[config.mk]
export PLATFORM = sky130hd
export DESIGN_NAME = i2c_serial_clock_divider
export DESIGN_NICKNAME = d
export VERILOG_FILES = /design/src/pkg/sclk_div_pkg.sv /design/src/rtl/i2c_serial_clock_divider.sv
export SDC_FILE = /design/constraint.sdc
export NUM_CORES = 1
export LEC_CHECK = 0
export ABC_AREA = 1
export BUFFER_PORTS_ARGS = -buffer_cell sky130_fd_sc_hd__buf_2
export CORE_UTILIZATION = 30
export DETAILED_ROUTE_END_ITERATION = 8
export SLEW_MARGIN = 30
export SYNTH_ARGS = -nofsm -noshare
export SYNTH_HDL_FRONTEND = slang
export SYNTH_SLANG_ARGS = --single-unit
[constraint.sdc]
create_clock -name ref_clk -period 2 [get_ports ref_clk]
set_input_delay 0.4 -clock ref_clk [delete_from_list [all_inputs] [get_ports ref_clk]]
set_output_delay 0.4 -clock ref_clk [all_outputs]
set_load 0.01 [all_outputs]
[src/pkg/sclk_div_pkg.sv]
// package: constants and types for the serial clock divider
`default_nettype none

package sclk_div_pkg;

	// ----------------------------------------
	// control register layout
	// ----------------------------------------
	localparam int unsigned MOD_W        = 8;
	localparam int unsigned MOD_LSB      = 0;
	localparam int unsigned BYPASS_BIT   = 8;
	localparam int unsigned CTRL_W       = 9;
	localparam logic [7:0]  MOD_RESET    = 8'hff;
	localparam logic        BYPASS_RESET = 1'b0;

	// ----------------------------------------
	// timing constants
	// ----------------------------------------
	localparam int unsigned PRESCALE_DIV = 8;
	localparam logic [2:0]  PRESCALE_MAX = 3'h7;
	localparam int unsigned SCL_EXTRA_TC = 3;
	localparam int unsigned FIXED_NS     = 45;
	localparam int unsigned CLK_NS       = 10;
	// fixed delay rounded up to whole core cycles
	localparam int unsigned FIXED_CYC    = (FIXED_NS + CLK_NS - 1) / CLK_NS;
	// four bits: three plus five core cycles does not fit in three
	localparam logic [3:0]  TAIL_CYC     = 4'(SCL_EXTRA_TC + FIXED_CYC);
	localparam logic [7:0]  MOD_MIN_I2C  = 8'h02;

	typedef struct packed {
		logic       prescaler_bypass;
		logic [7:0] clock_divider_modulus;
	} clk_ctrl_s;

	typedef enum logic [2:0] {
		ST_IDLE = 3'b001,
		ST_DIV  = 3'b010,
		ST_TAIL = 3'b100
	} phase_e;

endpackage

`default_nettype wire

[src/rtl/i2c_serial_clock_divider.sv]
// module: serial clock divider for the host interface in bus master mode
`timescale 1ns/1ns
`default_nettype none

// Contract
// [RULE1] programmed period is Tc*2*(modulus+1)*(8 or 1 when bypassed)
// [RULE2] bypass bit clear inserts divide-by-eight prescaler, set skips it
// [RULE3] modulus accepts 00 through ff, dividing by one to 256
// [RULE4] software uses modulus at least 02 with bypass, six core cycles minimum
// [RULE5] master SCL period is programmed period plus three Tc plus 45 ns; code rounds 45 ns up to five core cycles (50 ns)
// [RULE6] control register written by host core, applies from next SCL period
module i2c_serial_clock_divider (
	input  wire logic                    ref_clk,
	input  wire logic                    rst,
	input  wire logic                    enable,
	input  wire logic                    ctrl_we,
	input  wire sclk_div_pkg::clk_ctrl_s ctrl_wdata,
	output var  sclk_div_pkg::clk_ctrl_s ctrl_rdata,
	output var  logic                    scl_out,
	output var  logic                    period_pulse,
	output var  logic                    config_below_min
);

	// ----------------------------------------
	// control register
	// ----------------------------------------
	sclk_div_pkg::clk_ctrl_s ctrl_q, ctrl_d;
	sclk_div_pkg::clk_ctrl_s act_q, act_d;

	always_comb begin
		ctrl_d = ctrl_q;
		if (ctrl_we) begin
			ctrl_d = ctrl_wdata; // RULE6
		end
	end

	always_ff @(posedge ref_clk or posedge rst) begin
		if (rst) begin
			ctrl_q <= '{prescaler_bypass: sclk_div_pkg::BYPASS_RESET,
				clock_divider_modulus: sclk_div_pkg::MOD_RESET};
		end else begin
			ctrl_q <= ctrl_d;
		end
	end

	assign ctrl_rdata = ctrl_q;

	// ----------------------------------------
	// divider state
	// ----------------------------------------
	sclk_div_pkg::phase_e st_q, st_d;
	logic [2:0] pre_q, pre_d;
	logic [7:0] mod_q, mod_d;
	logic       half_q, half_d;
	logic [3:0] tail_q, tail_d;
	logic       scl_q, scl_d;
	logic       pulse_q, pulse_d;
	logic       pre_tick;

	// prescaler tick every cycle when bypassed, else every eighth
	assign pre_tick = act_q.prescaler_bypass || (pre_q == sclk_div_pkg::PRESCALE_MAX); // RULE2

	always_comb begin
		st_d    = st_q;
		pre_d   = pre_q;
		mod_d   = mod_q;
		half_d  = half_q;
		tail_d  = tail_q;
		scl_d   = scl_q;
		pulse_d = 1'b0;
		act_d   = act_q;
		case (st_q)
			sclk_div_pkg::ST_IDLE: begin
				scl_d = 1'b1;
				if (enable) begin
					act_d  = ctrl_q; // RULE6
					st_d   = sclk_div_pkg::ST_DIV;
					pre_d  = 3'h0;
					mod_d  = 8'h00;
					half_d = 1'b0;
					scl_d  = 1'b0;
				end
			end
			sclk_div_pkg::ST_DIV: begin
				pre_d = act_q.prescaler_bypass ? 3'h0 : 3'(pre_q + 3'h1); // RULE2
				if (pre_tick) begin
					if (mod_q == act_q.clock_divider_modulus) begin // RULE3
						mod_d = 8'h00;
						if (half_q) begin
							// two halves of (modulus+1) ticks each
							st_d   = sclk_div_pkg::ST_TAIL; // RULE1
							tail_d = 4'h1;
							half_d = 1'b0;
						end else begin
							half_d = 1'b1;
							scl_d  = 1'b1;
						end
					end else begin
						mod_d = 8'(mod_q + 8'h01);
					end
				end
			end
			sclk_div_pkg::ST_TAIL: begin
				// fixed pad approximates core and pad delay of the period
				if (tail_q == sclk_div_pkg::TAIL_CYC) begin // RULE5
					pulse_d = 1'b1;
					act_d   = ctrl_q; // RULE6
					pre_d   = 3'h0;
					if (enable) begin
						st_d  = sclk_div_pkg::ST_DIV;
						scl_d = 1'b0;
					end else begin
						st_d = sclk_div_pkg::ST_IDLE;
					end
				end else begin
					tail_d = 4'(tail_q + 4'h1);
				end
			end
			default: begin
				st_d  = sclk_div_pkg::ST_IDLE;
				scl_d = 1'b1;
			end
		endcase
	end

	always_ff @(posedge ref_clk or posedge rst) begin
		if (rst) begin
			st_q    <= sclk_div_pkg::ST_IDLE;
			pre_q   <= 3'h0;
			mod_q   <= 8'h00;
			half_q  <= 1'b0;
			tail_q  <= 4'h0;
			scl_q   <= 1'b1;
			pulse_q <= 1'b0;
			act_q   <= '{prescaler_bypass: sclk_div_pkg::BYPASS_RESET,
				clock_divider_modulus: sclk_div_pkg::MOD_RESET};
		end else begin
			st_q    <= st_d;
			pre_q   <= pre_d;
			mod_q   <= mod_d;
			half_q  <= half_d;
			tail_q  <= tail_d;
			scl_q   <= scl_d;
			pulse_q <= pulse_d;
			act_q   <= act_d;
		end
	end

	assign scl_out      = scl_q;
	assign period_pulse = pulse_q;
	// flag for software, the divider still runs at any setting
	assign config_below_min = ctrl_q.clock_divider_modulus < sclk_div_pkg::MOD_MIN_I2C; // RULE4

	// ----------------------------------------
	// checks
	// ----------------------------------------
	// cycles since the last period boundary
	logic [15:0] per_cnt_q;
	always_ff @(posedge ref_clk or posedge rst) begin
		if (rst) begin
			per_cnt_q <= 16'h0000;
		end else if (pulse_d || st_q == sclk_div_pkg::ST_IDLE) begin
			per_cnt_q <= 16'h0001;
		end else begin
			per_cnt_q <= 16'(per_cnt_q + 16'h0001);
		end
	end

	function automatic logic [15:0] exp_period(sclk_div_pkg::clk_ctrl_s c);
		logic [15:0] base;
		base = 16'(2 * (32'(c.clock_divider_modulus) + 1));
		if (!c.prescaler_bypass) begin
			base = 16'(base * 16'(sclk_div_pkg::PRESCALE_DIV));
		end
		return 16'(base + 16'(sclk_div_pkg::TAIL_CYC) + 16'h0001);
	endfunction

	AST_PERIOD_LEN: assert property (@(posedge ref_clk) disable iff (rst) // RULE1
		(st_q == sclk_div_pkg::ST_DIV && !half_q && half_d)
		|-> 16'(per_cnt_q << 1) == 16'(exp_period(act_q) - 16'(sclk_div_pkg::TAIL_CYC) - 16'h0001))
		else $error("scl low time differs from half the programmed period");

	AST_PERIOD_EXACT: assert property (@(posedge ref_clk) disable iff (rst) // RULE5
		(pulse_d && st_q == sclk_div_pkg::ST_TAIL && $past(st_q) != sclk_div_pkg::ST_IDLE
			&& per_cnt_q != 16'h0001)
		|-> per_cnt_q == 16'(exp_period(act_q) - 16'h0001))
		else $error("scl period differs from programmed period plus tail");

	AST_BYPASS_PRE: assert property (@(posedge ref_clk) disable iff (rst) // RULE2
		act_q.prescaler_bypass |-> pre_q == 3'h0)
		else $error("prescaler counted while bypassed");

	AST_MOD_RANGE: assert property (@(posedge ref_clk) disable iff (rst) // RULE3
		st_q == sclk_div_pkg::ST_DIV |-> mod_q <= act_q.clock_divider_modulus)
		else $error("modulus counter ran past modulus");

	AST_HOLD_CFG: assert property (@(posedge ref_clk) disable iff (rst) // RULE6
		(st_q == sclk_div_pkg::ST_DIV && $past(st_q) == sclk_div_pkg::ST_DIV) |-> $stable(act_q))
		else $error("active setting changed inside a period");

	AST_MIN_FLAG: assert property (@(posedge ref_clk) disable iff (rst) // RULE4
		ctrl_q.clock_divider_modulus >= 8'h02 |-> !config_below_min)
		else $error("minimum flag raised for legal modulus");

endmodule // i2c_serial_clock_divider

`default_nettype wire

; After elaboration in Yosys (flattened, before gate mapping)
; Cells that the tools add are included.
[word_totals]
register_bits = 39
elab_cells = 77
inputBits = 13
[classes]
n_addsub = 3
n_lt_le_gt_ge = 1
muxes = 36
n_reduce_logical = 12
eq_ne = 14
[op_table]
columns = op, n
row1 = 2-to-1 mux 3 bit, 8
row2 = 2-to-1 mux 8 bit, 3
row3 = 2-to-1 mux 9 bit, 2
row4 = case mux 3 bit (3 select lines), 2
row5 = case mux 9 bit (2 select lines), 1
row6 = 2-to-1 mux 4 bit, 4
row7 = "!= test 2 bit, second input constant", 8
row8 = case mux 8 bit (2 select lines), 1
row9 = AND reduction 5 bit, 3
row10 = 2-to-1 mux 1 bit, 11
row11 = AND reduction 3 bit, 3
row12 = "adder 8 x 1 -> 8 bit, second input constant", 1
row13 = == test 8 bit, 1
row14 = "less-than comparator 8 x 2 -> 1 bit, second input constant", 1
row15 = case mux 4 bit (2 select lines), 1
row16 = "== test 3 bit, second input constant", 2
row17 = nonzero test 2 bit, 3
row18 = "adder 4 x 1 -> 4 bit, second input constant", 1
row19 = "== test 4 bit, second input constant", 1
row20 = AND reduction 4 bit, 1
row21 = "adder 3 x 1 -> 3 bit, second input constant", 1
row22 = "== test 3 x 1 -> 1 bit, second input constant", 1
row23 = "== test 3 x 2 -> 1 bit, second input constant", 1
row24 = case mux 1 bit (3 select lines), 1
row25 = other kinds (4), 4

; Logic depth before layout (Yosys ltp)
[depth]
ltp_word = 4
depth_mapped = 11
mapped_depth_nobuf = 11

; Worst setup path after synthesis
; No wires, ideal clock.
[synth_path]
path_kind = reg-to-reg
start = register pre_q[0]
end = register mod_q[2]
stages_incl_launch_ff = 10
path_slack_ns = 0.470
arrival_ns = 1.412
setup_time_ns = 0.118
t_required_ns = 1.882
synth_period_minus_slack_ns = 1.530
cell_sequence = dfrtp_1 > ha_1 > ha_1 > nor2_1 > o21ai_1 > nand2_2 > inv_4 > nand2_4 > xor2_1 > nor2_1
[synth_between]
elab_chain_cells = 4
[synth_rtl]
columns = element, line
row1 = "start, declared", i2c_serial_clock_divider.sv:52  ; logic [2:0] pre_q, pre_d;
row2 = "start signal, assigned", i2c_serial_clock_divider.sv:139  ; pre_q <= pre_d;
row3 = == test 3 bit, i2c_serial_clock_divider.sv:61  ; assign pre_tick = act_q.prescaler_bypass || (pre_q == sclk_div_pkg::PRESCALE_MAX);
row4 = logical OR 1 bit, i2c_serial_clock_divider.sv:61
row5 = != test 2 bit (no line), n/a
row6 = AND reduction 3 bit (no line), n/a
row7 = "end signal, assigned", i2c_serial_clock_divider.sv:140  ; mod_q <= mod_d;
row8 = "end, declared", i2c_serial_clock_divider.sv:53  ; logic [7:0] mod_q, mod_d;
; No other way between the ends.
; A chain may end at the register's enable or synchronous reset.

; Worst setup path after layout
; Ends and elaborated chain as after synthesis.

==> results.json <==
{
  "synth_edf_count": 0,
  "postRouteAntennaNets": 0,
  "pwr-share-clk_pct": 21.8,
  "cts_num_sinks": 39,
  "p_sw_share_pct": 38.1,
  "worstMarginPinSlew_ns": 0.491,
  "fmax_mhz": 600,
  "ys.flop_type": "dfrtp_1",
  "switching_power_mw": 1.05,
  "cp-end-kind": "flop",
  "rows": 29,
  "die_area_mm2": 0.00719,
  "synth_area_per_cell_um2": 8.36,
  "drive_gt1_share_pct": 29.1,
  "cts_tree": "done",
  "rsz0062_at_grt": "no",
  "grt_usage_pct": 12.1,
  "syn-num-nets": 264,
  "seq_area_frac_synth_pct": 48.5,
  "routed_wl_um": 3930,
  "async_flop_share_pct": 100,
  "power_density_mw_per_mm2": 1160,
  "final.setup.tns_ns": 0,
  "netlist_instances": 246,
  "yosys-top-cells-area": "dfrtp_1 (26%), dfstp_2 (23%), nand2_1 (13%)",
  "synth_top_cell_area_share_pct": 25.5,
  "maxCapViolations": 0,
  "antenna_found_initial": 0,
  "dp_hpwl_um": 2870,
  "yosysWarnings": 0,
  "regToRegSetupSlack_ns": 0.33,
  "cts.path.max_buffers": 2,
  "hold_path_class": "in2async",
  "synth_seq_cells": 39,
  "multi_input_area_um2": 898,
  "finalHoldViolCount": 0,
  "num_antenna_cells": 0,
  "start_kind": "flop",
  "post-route-drc-count": 0,
  "power.total_mw": 2.77,
  "post-route-min-period_ns": 1.67,
  "drt_iter0_drc": 82,
  "ys_types": 30,
  "post-place-ws_ns": 0.362,
  "r2r_end": "mod_q[2]$_DFFE_PP0P_",
  "grt_pass1_vias": 1529,
  "syn_area_mm2": 0.00206,
  "pwr-share-seq_pct": 42.4,
  "reg2reg_from": "pre_q[0]$_DFFE_PP0P_",
  "initial_core_util_pct": 31.7,
  "relSlewSlack_pct": 67.3,
  "gp_congestion": 0.843,
  "regArea_um2": 998,
  "vias": 1588,
  "ctsResizeCount": 0,
  "final_util_pct": 36.7,
  "crit_arrival_ns": 1.85,
  "wire_per_inst_um": 11.1,
  "p_leak_nw": 1.19,
  "ir_drop_mv": 0.531,
  "clock_latency_ns": 0.29,
  "outcome": "completed",
  "root_buffer": "clkbuf_8",
  "area_delta_synth_final_pct": 15.8,
  "cp_max_fo": 8,
  "viasPerCell": 4.47,
  "fin_nets": 295,
  "setup_viol": 0,
  "port-buffer-count": 24,
  "setup_slack_ns": 0.334,
  "finalMaxSlewViolations": 0,
  "core_area_mm2": 0.00649,
  "fill_cells": 673,
  "gr-total-overflow": 0,
  "ios": 25,
  "grt_max_degree": 40,
  "cts_made_buffers": 5,
  "die_width_um": 84.8,
  "die_h_um": 84.8,
  "power_frac_comb_pct": 35.8,
  "yosysTopAreaCell": "dfrtp_1",
  "grt_pass1_wl_um": 6920,
  "hold_buffers": 0,
  "first_pass_iters": 6,
  "clk_pin_slew_worst_paths_ns": 0.08,
  "period_share_pct": 83.3,
  "r2r_cells": 9,
  "post-cts-setup-buffers": 0,
  "required_ns": 2.18,
  "worst-setup-path-type": "reg2reg",
  "cts-htree-levels": 2,
  "p_int_mw": 1.72,
  "skew_ns": 0.0103
}
## layer usage
| layer | up-vias | routed length (µm) | track usage, % |
|---|---|---|---|
| met5 | - | 0 | 0 |
| met4 | 0 | 68 | 4.62 |
| met3 | 5 | 90 | 3.24 |
| met2 | 26 | 1760 | 19.4 |
| met1 | 719 | 2020 | 15.8 |
| li1 | 838 | - | - |
## critical path, stage by stage, from the launching register on
cell and delay (ns):
dfrtp_1 0.40, ha_1 0.21, ha_1 0.17, nor2_1 0.18, o21ai_1 0.12, nand2_2 0.12, inv_4 0.07, nand2_4 0.07
xor2_1 0.15, nor2_1 0.05
## cell type report
type / count / share of cell area (%)
sequential: 39 / 41.9
multi-input combinational: 167 / 37.7
timing repair buffer: 27 / 5.99
inverter: 37 / 5.94
clock buffer: 7 / 4.10
tap: 77 / 4.05
clock inverter: 1 / 0.263
## cell usage after synthesis, types with 2 or more instances
cell and number:
clkbuf_1 2, dfrtp_1 21, dfstp_2 18, ha_1 5
inv_1 32, inv_2 4, nand2_1 71, nand2_2 5
nand3_1 6, nand4_1 8, nor2_1 21, nor2_2 2
nor3_1 2, o21ai_0 17, o21ai_1 2, o21ai_2 10
xnor2_1 4, xor2_1 4
## state kept, by name (all words and copies together), names as in the netlist
name and count:
st_q 3, scl_out 1, mod_q 8, act_q 9
half_q 1, pre_q 3, period_pulse 1, ctrl_rdata 9
tail_q 4
## power by group through the flow
| stage | sequential (mW) | clock (mW) | combinational, mW |
|---|---|---|---|
| global route | 1.20 | 0.660 | 1.14 |
| detailed placement | 1.19 | 0 | 0.995 |
| finish | 1.18 | 0.605 | 0.991 |
| floorplan | 1.17 | 0 | 0.805 |
| global placement | 1.19 | 0 | 0.970 |
| CTS | 1.18 | 0.629 | 1.00 |
## worst max-delay path by stage
stage                              startpoint                    end  slack, ns  depth (start not counted)
finish                   pre_q[0]$_DFFE_PP0P_   mod_q[2]$_DFFE_PP0P_       0.33                          9
global route            tail_q[0]$_DFFE_PP0P_  tail_q[0]$_DFFE_PP0P_       0.21                         10
CTS                 ctrl_rdata[5]$_DFFE_PP1P_       config_below_min       0.33                          4
detailed placement       pre_q[0]$_DFFE_PP0P_   mod_q[5]$_DFFE_PP0P_       0.36                          9
global placement        tail_q[0]$_DFFE_PP0P_  tail_q[1]$_DFFE_PP0P_       0.39                         10
floorplan                pre_q[0]$_DFFE_PP0P_   mod_q[2]$_DFFE_PP0P_       0.47                          9
## per-stage QoR
step                      cell area [µm²]  hold WS [ns]  cells
final                                2380         0.210    355
after CTS                            2380         0.222    355
after global placement               2280         0.463    347
after floorplan                      2060         0.456    246
after global routing                 2380         0.249    355
after detailed placement             2280         0.458    347
## cells in the final DEF (no fill, tap or decap), types with 4 or more instances in the layout
cell      instances
nor2_1           21
clkbuf_8          5
nand3_1           6
o21ai_2          10
buf_2            24
dfstp_2          18
xor2_1            4
o21ai_0          17
xnor2_1           4
nand2_2           5
dfrtp_1          21
ha_1              5
nand4_1           8
inv_2             4
inv_1            32
nand2_1          71
## cell families after synthesis
group	synth area share (%)
AO/OA/AOI/OAI	11.3
flip-flops	48.5
AND/OR/NAND/NOR	26.0
XOR/XNOR	3.41
adder cells (fa/ha/maj)	3.04
buffers and inverters	7.79
Note: power is estimated with default switching activity, not from simulation.
